## config.mk

```make
export PLATFORM = sky130hd
export DESIGN_NAME = pdcp_top
export DESIGN_NICKNAME = d
export VERILOG_FILES = /design/src/common/pdcp_pkg.sv /design/src/logic/pdcp_top.sv
export SDC_FILE = /design/constraint.sdc
export NUM_CORES = 1
export LEC_CHECK = 0
export BUFFER_PORTS_ARGS = -buffer_cell sky130_fd_sc_hd__buf_2
export CAP_MARGIN = 30
export CORE_UTILIZATION = 61
export DETAILED_ROUTE_END_ITERATION = 7
export PLACE_DENSITY = 0.75
export SETUP_SLACK_MARGIN = 0.1
export SLEW_MARGIN = 40
export SYNTH_ARGS = -nofsm -noshare
export SYNTH_HDL_FRONTEND = slang
export SYNTH_SLANG_ARGS = --single-unit
```

## constraint.sdc

```tcl
create_clock -name CORE_CLK -period 2.1 [get_ports CORE_CLK]
set_input_delay 0.105 -clock CORE_CLK [delete_from_list [all_inputs] [get_ports CORE_CLK]]
set_output_delay 0.105 -clock CORE_CLK [all_outputs]
set_load 0.005 [all_outputs]
```

## src/common/pdcp_pkg.sv

```systemverilog
// Purpose: Constants for the PLL dynamic configuration port
// Assumes: Eight-bit register bank, five-bit address
// Notes:   Mux select field layout is a local convention
package pdcp_pkg;
  localparam int          ADDR_W        = 5;
  localparam int          DATA_W        = 8;
  localparam int          NUM_REGS      = 32;
  // Vector bit positions, host to PLL
  localparam int          HV_CLK        = 16;
  localparam int          HV_RST        = 15;
  localparam int          HV_STB        = 14;
  localparam int          HV_WE         = 13;
  localparam int          HV_ADDR_HI    = 12;
  localparam int          HV_ADDR_LO    = 8;
  localparam int          HV_DATA_HI    = 7;
  localparam int          HV_DATA_LO    = 0;
  localparam int          HV_W          = 17;
  // Vector bit positions, PLL to host
  localparam int          PV_DATA_HI    = 8;
  localparam int          PV_DATA_LO    = 1;
  localparam int          PV_ACK        = 0;
  localparam int          PV_W          = 9;
  // Second PLL offset in the bridge address space
  localparam logic [7:0]  SECOND_PLL_OFS = 8'h20;
  // Section mux select registers, one per section A..D
  localparam logic [4:0]  SEL_REG_BASE  = 5'h1C;
  localparam int          NUM_SECT      = 4;
  localparam logic [7:0]  REG_RST_VAL   = 8'h00;
  // Select fields: mux0 [1:0], mux1 [3:2], mux2 [5:4], phase [6], trim [7]
  localparam int          MUX0_LO       = 0;
  localparam int          MUX1_LO       = 2;
  localparam int          MUX2_LO       = 4;
  localparam int          PHASE_BIT     = 6;
  localparam int          TRIM_BIT      = 7;
  typedef enum logic [0:0] {
    PDCP_IDLE = 1'b0,
    PDCP_ACK  = 1'b1
  } pdcp_state_t;
endpackage : pdcp_pkg

```

## src/logic/pdcp_top.sv

```systemverilog
// Purpose: PLL dynamic configuration port with register bank and
//          output section select decoding
// Assumes: All inputs synchronous to CORE_CLK
// Notes:   Bus reset clears only the bus handshake, not the bank
//          Host vector bit 16 is left unused; CORE_CLK clocks the bus
//
// Behaviour
// RL1 - Configuration values are writable at run time over the bus
// RL2 - Bus runs on its dedicated clock, vector bit 16; here CORE_CLK clocks the bus and bit 16 is unused
// RL3 - Bus reset clears bus interface only, registers keep values
// RL4 - Master marks access with strobe, bit 14, writes with bit 13
// RL5 - Master presents five-bit address on bits 12 to 8
// RL6 - Master supplies eight-bit write data on bits 7 to 0
// RL7 - Device returns eight-bit read data on bits 8 to 1
// RL8 - Device pulses acknowledge on bit 0 per access
// RL9 - Four output sections A to D feed the four output clocks
// RL10 - Sections B to D have three selection muxes and section A two, set by configuration
// RL11 - Sections C and D have phase adjust but no edge trim
// RL12 - Section A has no mux in position 1
// RL13 - A second PLL sits 0x20 higher in the bridge space
// RL14 - Strobe high writes if write enable else reads, one ack pulse
`timescale 1ns/100ps
module pdcp_top (
  input  wire logic                        CORE_CLK,
  input  wire logic                        RESET,
  input  wire logic [pdcp_pkg::HV_W-1:0]   HOST_VEC,
  output logic      [pdcp_pkg::PV_W-1:0]   PLL_VEC,
  output logic      [7:0]                  SECT_MUX0,
  output logic      [7:0]                  SECT_MUX1,
  output logic      [7:0]                  SECT_MUX2,
  output logic      [3:0]                  SECT_PHASE_EN,
  output logic      [3:0]                  SECT_TRIM_EN
);
  // Bus clock arrives in vector bit 16; the core clock carries the bus
  logic                                bus_rst;
  logic                                stb;
  logic                                we;
  logic [pdcp_pkg::ADDR_W-1:0]         addr;
  logic [pdcp_pkg::DATA_W-1:0]         wdata;
  logic                                take;
  logic                                wr_take;
  logic                                rd_take;

  // Handshake state
  pdcp_pkg::pdcp_state_t               state_r;
  pdcp_pkg::pdcp_state_t               state_nxt;
  logic                                ack_r;
  logic                                ack_nxt;
  logic [pdcp_pkg::DATA_W-1:0]         rdata_r;
  logic [pdcp_pkg::DATA_W-1:0]         rdata_nxt;

  // Register bank
  logic [pdcp_pkg::DATA_W-1:0]         bank_r   [pdcp_pkg::NUM_REGS];
  logic [pdcp_pkg::DATA_W-1:0]         bank_nxt [pdcp_pkg::NUM_REGS];

  // Section select fields and registers
  logic [1:0]                          mux0_sect  [pdcp_pkg::NUM_SECT];
  logic [1:0]                          mux1_sect  [pdcp_pkg::NUM_SECT];
  logic [1:0]                          mux2_sect  [pdcp_pkg::NUM_SECT];
  logic                                phase_sect [pdcp_pkg::NUM_SECT];
  logic                                trim_sect  [pdcp_pkg::NUM_SECT];
  logic [7:0]                          mux0_r;
  logic [7:0]                          mux1_r;
  logic [7:0]                          mux2_r;
  logic [3:0]                          phase_r;
  logic [3:0]                          trim_r;
  logic [7:0]                          mux0_nxt;
  logic [7:0]                          mux1_nxt;
  logic [7:0]                          mux2_nxt;
  logic [3:0]                          phase_nxt;
  logic [3:0]                          trim_nxt;

  // Field split of the host vector
  assign bus_rst = HOST_VEC[pdcp_pkg::HV_RST];                      // [RL3]
  assign stb     = HOST_VEC[pdcp_pkg::HV_STB];                      // [RL4]
  assign we      = HOST_VEC[pdcp_pkg::HV_WE];                       // [RL4]
  // Port offset only; the bridge adds 0x20 for a second PLL
  assign addr    = HOST_VEC[pdcp_pkg::HV_ADDR_HI:                   // [RL5]
                            pdcp_pkg::HV_ADDR_LO];                  // [RL13]
  assign wdata   = HOST_VEC[pdcp_pkg::HV_DATA_HI:
                            pdcp_pkg::HV_DATA_LO];                  // [RL6]

  // Access taken in idle only, never under bus reset
  assign take    = stb && !bus_rst &&
                   (state_r == pdcp_pkg::PDCP_IDLE);                // [RL14]
  assign wr_take = take && we;                                      // [RL1]
  assign rd_take = take && !we;                                     // [RL7]

  // Handshake: ack the cycle after the take, then idle again
  always_comb begin
    state_nxt = state_r;
    ack_nxt   = 1'b0;
    rdata_nxt = rdata_r;
    case (state_r)
      pdcp_pkg::PDCP_IDLE: begin
        if (take) begin                                             // [RL14]
          ack_nxt   = 1'b1;                                         // [RL8]
          state_nxt = pdcp_pkg::PDCP_ACK;
        end
      end
      pdcp_pkg::PDCP_ACK: begin
        state_nxt = pdcp_pkg::PDCP_IDLE;                            // [RL14]
      end
      default: begin
        state_nxt = pdcp_pkg::PDCP_IDLE;
      end
    endcase
    if (rd_take) begin
      rdata_nxt = bank_r[addr];                                     // [RL7]
    end
    if (bus_rst) begin                                              // [RL3]
      state_nxt = pdcp_pkg::PDCP_IDLE;
      ack_nxt   = 1'b0;
      rdata_nxt = '0;
    end
  end

  // Bank next value; only a taken write changes an entry
  always_comb begin
    for (int i = 0; i < pdcp_pkg::NUM_REGS; i++) begin
      bank_nxt[i] = bank_r[i];
    end
    if (wr_take) begin
      bank_nxt[addr] = wdata;                                       // [RL1]
    end
  end

  // Bus state; reset of the whole block or bus reset only
  always_ff @(posedge CORE_CLK) begin                               // [RL2]
    if (RESET) begin
      state_r <= pdcp_pkg::PDCP_IDLE;
      ack_r   <= 1'b0;
      rdata_r <= '0;
    end else begin
      state_r <= state_nxt;
      ack_r   <= ack_nxt;
      rdata_r <= rdata_nxt;
    end
  end

  // Register bank, untouched by bus reset
  always_ff @(posedge CORE_CLK) begin
    if (RESET) begin
      for (int i = 0; i < pdcp_pkg::NUM_REGS; i++) begin
        bank_r[i] <= pdcp_pkg::REG_RST_VAL;
      end
    end else begin
      for (int i = 0; i < pdcp_pkg::NUM_REGS; i++) begin
        bank_r[i] <= bank_nxt[i];                                   // [RL3]
      end
    end
  end

  // Two-bit select field of a section register
  function automatic logic [1:0] sel_field(
    input logic [pdcp_pkg::DATA_W-1:0] r,
    input int                          lo
  );
    return r[lo +: 2];
  endfunction : sel_field

  // Per-section decode, A..D drive the four output clocks
  for (genvar s = 0; s < pdcp_pkg::NUM_SECT; s++) begin : g_sect  // [RL9]
    logic [pdcp_pkg::DATA_W-1:0] sr;
    assign sr            = bank_r[pdcp_pkg::SEL_REG_BASE + 5'(s)];
    assign mux0_sect[s]  = sel_field(sr, pdcp_pkg::MUX0_LO);        // [RL10]
    assign mux2_sect[s]  = sel_field(sr, pdcp_pkg::MUX2_LO);        // [RL10]
    assign phase_sect[s] = sr[pdcp_pkg::PHASE_BIT];                 // [RL11]
    // Section A has no mux 1
    if (s == 0) begin : g_no_mux1
      assign mux1_sect[s] = 2'h0;                                   // [RL12]
    end else begin : g_mux1
      assign mux1_sect[s] = sel_field(sr, pdcp_pkg::MUX1_LO);       // [RL12]
    end
    // Only A and B have edge trim
    if (s < 2) begin : g_trim
      assign trim_sect[s] = sr[pdcp_pkg::TRIM_BIT];                 // [RL11]
    end else begin : g_no_trim
      assign trim_sect[s] = 1'h0;                                   // [RL11]
    end
  end

  // Pack the section fields, two bits per section for the muxes
  always_comb begin
    mux0_nxt  = '0;
    mux1_nxt  = '0;
    mux2_nxt  = '0;
    phase_nxt = '0;
    trim_nxt  = '0;
    for (int s = 0; s < pdcp_pkg::NUM_SECT; s++) begin
      mux0_nxt[2*s +: 2] = mux0_sect[s];                            // [RL10]
      mux1_nxt[2*s +: 2] = mux1_sect[s];                            // [RL12]
      mux2_nxt[2*s +: 2] = mux2_sect[s];                            // [RL10]
      phase_nxt[s]       = phase_sect[s];                           // [RL11]
      trim_nxt[s]        = trim_sect[s];                            // [RL11]
    end
  end

  always_ff @(posedge CORE_CLK) begin
    if (RESET) begin
      mux0_r  <= '0;
      mux1_r  <= '0;
      mux2_r  <= '0;
      phase_r <= '0;
      trim_r  <= '0;
    end else begin
      mux0_r  <= mux0_nxt;
      mux1_r  <= mux1_nxt;
      mux2_r  <= mux2_nxt;
      phase_r <= phase_nxt;
      trim_r  <= trim_nxt;
    end
  end

  // Outputs straight from flip-flops
  assign PLL_VEC       = {rdata_r, ack_r};                          // [RL7] [RL8]
  assign SECT_MUX0     = mux0_r;
  assign SECT_MUX1     = mux1_r;
  assign SECT_MUX2     = mux2_r;
  assign SECT_PHASE_EN = phase_r;
  assign SECT_TRIM_EN  = trim_r;
endmodule : pdcp_top

```

### Word-level counts from Yosys, hierarchy flattened

Memory sizes are Yosys's and may differ from the RTL's. A register that Yosys moved wholly into a read port is not among the register bits.
Cells that the tools add are included.

| operators by class | value |
|---|---|
| $add $sub $neg | 0 |
| $mul | 0 |
| divide/modulo/power cells | 0 |
| magnitude comparators | 2 |
| eq/ne operators | 0 |
| shift operators | 0 |
| multiplexer cells | 41 |
| bitwise gates (word level) | 34 |
| reductions and logical operators | 9 |

Operators by type and width:

| operator | number |
|---|---|
| $mux W8 | 33 |
| $bwmux W256 | 1 |
| $mux W256 | 1 |
| $demux W8 S5 | 1 |
| $or A1 B1 Y1 | 32 |
| $ge A6 B6 Y1 const B | 1 |
| $lt A6 B1 Y1 const B | 1 |
| $not A5 Y6 | 1 |
| $logic_and A1 B1 Y1 | 5 |
| $mux W1 | 4 |
| $reduce_or A3 Y1 | 1 |
| $logic_not A1 Y1 | 2 |
| $pmux W1 S2 | 1 |
| $reduce_or A2 Y1 | 1 |
| $not A1 Y1 | 1 |

| storage, ports and cells | value |
|---|---|
| register bits after elaboration | 6 |
| latch bits | 0 |
| RAM bits | 256 |
| bits in read-only memories | 0 |
| input bits | 19 |
| output and inout port bits | 41 |
| logic and storage cells | 91 |
| memories kept | 1 |

Memories:

| name | words | bits a word | read ports | clocked after memory_dff | write ports | RTL line | source |
|---|---|---|---|---|---|---|---|
| bank_r | 32 | 8 | 37 | 5 | 32 | pdcp_top.sv:53 | `logic [pdcp_pkg::DATA_W-1:0] bank_r [pdcp_pkg::NUM_REGS];` |

### Logic depth before layout (Yosys ltp)

Gate-level depths: netlist (run 1).

| logic depth | value |
|---|---|
| depth after elaboration | 8 |
| gate-level depth with buffers | 8 |
| mapped depth without buffers | 4 |

### Worst setup path after synthesis (run 1)

No wires, ideal clock.

| timing path | value |
|---|---|
| path kind | register -> register |
| start point | register state_r |
| end point | memory bank_r[1][1] (netlist name) |
| setup time | 0.128 ns |
| arrival | 1.408 ns |
| data required time | 1.972 ns |
| slack | 0.564 ns |
| stages on the path, launching flop included | 8 |
| buffers on the path | 3 |
| period minus slack after synthesis | 1.536 ns |
| path through | dfxtp_1 > and4bb_2 > buf_4 > buf_4 > nand4b_1 > buf_4 > mux2i_1 > nor2_1 |

RTL lines:

| element | RTL line | source |
|---|---|---|
| from (decl) | pdcp_top.sv:45 | `pdcp_pkg::pdcp_state_t state_r;` |
| from (signal assigned) | pdcp_top.sv:131 | `state_r <= pdcp_pkg::PDCP_IDLE;` |
| from (signal assigned) | pdcp_top.sv:135 | `state_r <= state_nxt;` |
| to (decl) | pdcp_top.sv:53 |  |

==> reports/qor.yml, run 1 <==
crit_chain: "and4bb_2 -> buf_4 -> nand4_4 -> mux2i_1 -> nor2_1"
synth_most_common_cell: "mux2i_1"
fmax_mhz: 552
min_path_type: "in -> reg"
grt-ovfl-total: 0
wl_per_cell_um: 19.4
cts_max_path_buffers: 3
post_synth_main_area_contributors: "dfxtp_1, mux2i_1, nor2_1"
synthArstFlopShare_pct: 0
synth_area_leader_cell: "dfxtp_1"
setup_viol: 0
internal_power_mw: 8.98
pin_count: 60
grt_max_degree: 107
rsz0062_at_grt: "no"
crit_type: "reg -> reg"
worst_pin_slew_ns: 0.801
avgSynthCellArea_um2: 10.8
synth_edf_count: 0
clk_latency_ns: 0.55
diodes: 0
dp_cells: 1450
p_sw_mw: 2.54
die_area_um2: 21900
timing.final.max_slew_violations: 0
antenna_found_initial: 0
drc: 0
viasPerCell: 5.87
dr_total_vias: 8842
wl_um: 29200
clkTransAtPathRegs_ns: 0.06
crit_path_max_incr_delay_ns: 0.52
stdcell_count: 1507
maxSlewHeadroom_pct: 46.6
hold_viol: 0
cp.arrival_ns: 2.24
dieWidth_um: 148
crit_path_top_delay_cell: "and4bb_2"
htree_levels: 1
final_core_util_pct: 69.5
pwr-share-comb_pct: 5.2
fin_crit_sh_pct: 86.2
cts_sinks: 293
p_seq_share_pct: 48.5
ys_seq_elements: 293
dp_hpwl_um: 17800
core_um2: 20600
period_minus_slack_ns: 1.81
first_global_vias: 8580
synth_top_area_share_pct: 45.2
synth.top_cells.by_count: "mux2i_1, dfxtp_1, nor2_1, clkbuf_1, buf_4"
cts_resized: 0
ys_seq_area_share_pct: 45.2
track_usage_pct: 27.2
leakagePower_nw: 6.78
synth_ff_type: "dfxtp_1"
fin_setup_tns_ns: 0
first_pass_iters: 5
drt_iter0_drc: 711
cp_data_required_time_ns: 2.53
sw_frac_of_total_pct: 22.0
yosysUniqueCellTypes: 41
rows: 52
antenna_left: 0
grt_pass1_wl_um: 46700
cts-root-buf: "clkbuf_16"
start_kind: "register"
cp-end-kind: "register"
io_buffer_count: 54
synthCells: 1207
area_delta_synth_final_pct: 10.1
clockPowerShare_pct: 46.4
netlist_area_um2: 13000
final.setup_skew_ns: 0.0233
die-height_um: 148
layout-drive-gt1-share_pct: 15.7
gp_congestion: 0.846
initial_core_util_pct: 63.1
critPathMaxFanout: 11
status: "finished, final reports clean"
cts_tree: "yes"
cts_made_buffers: 30
cap_violations: 0
power.density_nw_per_um2: 806
vdd_ir_drop_max_mv: 0.643
nets: 1237
synth-warning-count: 0
logic make-up (layout without fill, tap and decap cells):
group	after synthesis	after routing	synth area share [%]
other cells	1	4	0.0289
compound gates	71	71	3.75
simple gates	355	355	14.8
buf+inv	128	155	5.92
mux	359	359	30.3
flops	293	293	45.2
worst max-delay path: cells and delay by family (launching register included):
kind          cells  cell delay (ns)
buf+inv           1             0.26
mux               1             0.26
simple gates      3             0.83
flops             1             0.34
power by group through the flow:
stage          logic (mW)  registers [mW]  clock network, mW
2_1_floorplan       0.446            5.70                  0
5_1_grt             0.627            5.58               5.67
3_5_place_dp        0.584            5.71                  0
6_report            0.595            5.58               5.34
3_3_place_gp        0.580            5.70                  0
4_1_cts             0.590            5.58               5.41
state kept, by name (all words and copies together) (netlist names):
signal,flops
SECT_MUX2,8
SECT_MUX1,6
SECT_PHASE_EN,4
bank_r,256
SECT_MUX0,8
state_r,1
rdata_r,8
SECT_TRIM_EN,2
routing by layer:
metal,up-vias,share of wire [%],GRT usage (%)
li1,4245,-,-
met1,4301,46,37.5
met2,240,47,44.3
met3,56,4.9,3.61
met4,0,2.5,8.25
met5,-,0,0
layout make-up:
class                   instances  area (µm²)
multi-input cells             789        6360
fillers                      1566        6260
flip-flops and latches        293        5870
clock buffers                  45         918
repair buffers                104         733
well taps                     270         338
clock inverters                 6        82.6
cell usage in the layout (no fill, tap or decap), types with 2 or more instances in the layout:
cell,n
nand4_4,8
a31oi_1,8
nand4_1,8
nor2b_1,30
o21ai_0,8
clkinv_2,3
a21oi_1,7
dfxtp_1,293
buf_4,43
clkbuf_8,10
nand4bb_1,3
buf_12,5
buf_2,51
clkbuf_1,5
mux4_2,19
a22o_1,8
nor2_1,258
nor3_2,3
nor3b_4,2
clkbuf_16,31
nand4b_1,16
and3b_2,2
nor3_1,6
bufinv_16,2
or4b_1,2
nor4b_4,2
nor4b_2,7
mux4_1,6
mux2i_1,334
dlygate4sd3_1,3
o22ai_1,15
o221ai_1,8
a22oi_1,17
conb_1,4
stage by stage:
stage | worst slack [ns] | hold WS [ns] | total power [mW] | instance area, µm²
finish | 0.290 | 0.131 | 11.5 | 14300
global route | 0.170 | 0.113 | 11.9 | 14300
CTS | 0.118 | 0.0756 | 11.6 | 14300
detailed placement | 0.149 | 0.341 | 6.29 | 13200
global placement | 0.180 | 0.340 | 6.29 | 13200
floorplan | 0.564 | 0.184 | 6.15 | 13000
worst paths after layout:
kind / slack, ns / to / cells after the start / startpoint
min reg2reg: 0.48 / SECT_PHASE_EN[0]$_SDFF_PP0_ / 1 / bank_r[28][6]$_SDFFE_PP0P_
max reg2reg: 0.29 / bank_r[23][2]$_SDFFE_PP0P_ / 5 / state_r$_SDFF_PP0_
min: 0.13 / rdata_r[4]$_SDFFE_PP0P_ / 3 / HOST_VEC[11]
max: 0.29 / bank_r[23][2]$_SDFFE_PP0P_ / 5 / state_r$_SDFF_PP0_
repair_timing:
action                     in CTS  in global routing
hold buffers                    3                  0
setup endpoints to repair       0                 24
setup buffers                   0                  3
hold endpoints to repair       39                  0
Note: power is estimated with default switching activity, not from simulation.
==> run 2, diff against run 1 <==
Settings changed: CORE_UTILIZATION 61 to 30, PLACE_DENSITY 0.75 to 0.41.
==> run 2 against run 1 <==
Sequential power about the same. Power is 8.7% higher. Utilization is 34 points lower. Register-to-register slack improved by 0.099 ns. Clock-buffer cell count increased by 7. Clock skew grew 0.0029 ns. Critical endpoint is now rdata_r[5]$_SDFFE_PP0P_. Fmax up 5.8%. Clock power rose by 18%. Design area is 5.0% higher.
==> reports/qor.yml, run 2 (synthesis results as in run 1) <==
nFillCells: 4226
cap_violations: 0
clkTransAtPathRegs_ns: 0.06
crit_chain: "mux4_1 -> a22o_1 -> nor3_1 -> a31oi_1"
pin_count: 60
clockPowerShare_pct: 50.2
r2r-start: "bank_r[2][5]$_SDFFE_PP0P_"
setup_ws_ns: 0.389
drc: 0
dp_cells: 1771
rows: 75
seq_area_um2: 5870
reg2reg_depth: 4
timing.final.max_slew_violations: 0
critPathMaxFanout: 2
maxSlewHeadroom_pct: 45.5
cts_made_buffers: 35
min_path_type: "in -> reg"
crit_path_top_delay_cell: "mux4_1"
io_buffer_count: 54
cp.arrival_ns: 2.13
layout-drive-gt1-share_pct: 17.0
internal_power_mw: 9.64
grtUsageMet2_pct: 25.7
viasPerCell: 4.77
cts-root-buf: "clkbuf_16"
hold_viol: 0
fmax_mhz: 584
grt_max_degree: 87
regToRegSetupSlack_ns: 0.39
largest_register: "bank_r"
die_area_um2: 44100
track_usage_pct: 16.6
clk_latency_ns: 0.55
start_kind: "register"
whs_ns: 0.0681
area_delta_synth_final_pct: 15.7
htree_levels: 2
sw_frac_of_total_pct: 23.0
fin_total_pwr_mw: 12.5
worst_pin_slew_ns: 0.817
rsz0062_at_grt: "no"
diodes: 0
drt_iter0_drc: 531
busiest_layer: "met2"
most-common-layout-cells: "mux2i_1, dfxtp_1, nor2_1"
wl_per_cell_um: 19.7
core_um2: 42300
wl_um: 36100
worstSetupStartpoint: "bank_r[2][5]$_SDFFE_PP0P_"
gp_congestion: 0.776
crit_path_max_incr_delay_ns: 0.54
final_common_cell: "mux2i_1"
antenna_found_initial: 0
multiInputGateArea_um2: 6360
p_seq_share_pct: 44.6
grt_pass1_wl_um: 55100
leakagePower_nw: 6.95
stdcell_count: 1835
grt_use_met1_pct: 23.2
dp_hpwl_um: 22700
crit_end: "rdata_r[5]$_SDFFE_PP0P_"
crit_type: "reg -> reg"
fin_setup_tns_ns: 0
dp_slack_ns: 0.216
use_met3_pct: 2.76
cts_sinks: 293
nets: 1254
grt-ovfl-total: 0
r2r_end: "rdata_r[5]$_SDFFE_PP0P_"
fin_crit_sh_pct: 81.5
largest_reg_flops: 256
initial_core_util_pct: 30.7
final.setup_skew_ns: 0.0261
antenna_left: 0
cts_tree: "yes"
cts_max_path_buffers: 3
dr_total_vias: 8752
die-height_um: 210
setup_viol: 0
pwr-share-comb_pct: 5.2
cp-end-kind: "register"
first_pass_iters: 5
dieWidth_um: 210
period_minus_slack_ns: 1.71
cp_data_required_time_ns: 2.52
p_sw_mw: 2.88
power.density_nw_per_um2: 834
status: "finished, final reports clean"
vdd_ir_drop_max_mv: 0.429
first_global_vias: 8465
-- run 2: layout make-up --
cell class / instances / area share [%]
clock inverters: 8 / 0.867
multi-input cells: 789 / 42.3
repair buffers: 116 / 5.83
flip-flops and latches: 293 / 39.1
clock buffers: 52 / 7.07
well taps: 577 / 4.81
-- run 2: how the worst min path moves through the flow --
| stage | startpoint | endpoint | cells after the start |
|---|---|---|---|
| finish | HOST_VEC[6] | bank_r[23][6]$_SDFFE_PP0P_ | 3 |
| global route | HOST_VEC[6] | bank_r[10][6]$_SDFFE_PP0P_ | 3 |
| CTS | HOST_VEC[5] | bank_r[10][5]$_SDFFE_PP0P_ | 3 |
| detailed placement | HOST_VEC[15] | state_r$_SDFF_PP0_ | 2 |
| global placement | HOST_VEC[15] | state_r$_SDFF_PP0_ | 2 |
| floorplan | HOST_VEC[15] | state_r$_SDFF_PP0_ | 1 |
-- run 2: metal layers --
layer	part of all wire, %	up-vias
met3	3.7	48
met5	0	-
met4	2.2	0
li1	-	4290
met1	49	4268
met2	45	146
-- run 2: critical path, delay by kind of cell, from the launching register on --
family / cells / cell delay, ns
compound gates: 2 / 0.42
flops: 1 / 0.31
mux: 1 / 0.54
simple gates: 1 / 0.32
-- run 2: metrics by stage --
stage	cell area, µm²	util (%)
global placement	13800	32.5
detailed placement	13800	32.5
floorplan	13000	-
CTS	15000	35.4
global route	15000	35.5
finish	15000	35.5
-- run 2: power by group through the flow --
| stage | logic (mW) | registers, mW | clock network [mW] |
|---|---|---|---|
| 2_1_floorplan | 0.446 | 5.70 | 0 |
| 3_3_place_gp | 0.655 | 5.71 | 0 |
| 3_5_place_dp | 0.656 | 5.71 | 0 |
| 4_1_cts | 0.662 | 5.58 | 6.51 |
| 5_1_grt | 0.703 | 5.58 | 6.70 |
| 6_report | 0.657 | 5.58 | 6.28 |
-- run 2: repair_timing --
action,4_1_cts,5_1_grt
hold buffers,3,0
setup buffers,0,0
gates resized for setup,0,0
endpoints found under the hold margin,22,0
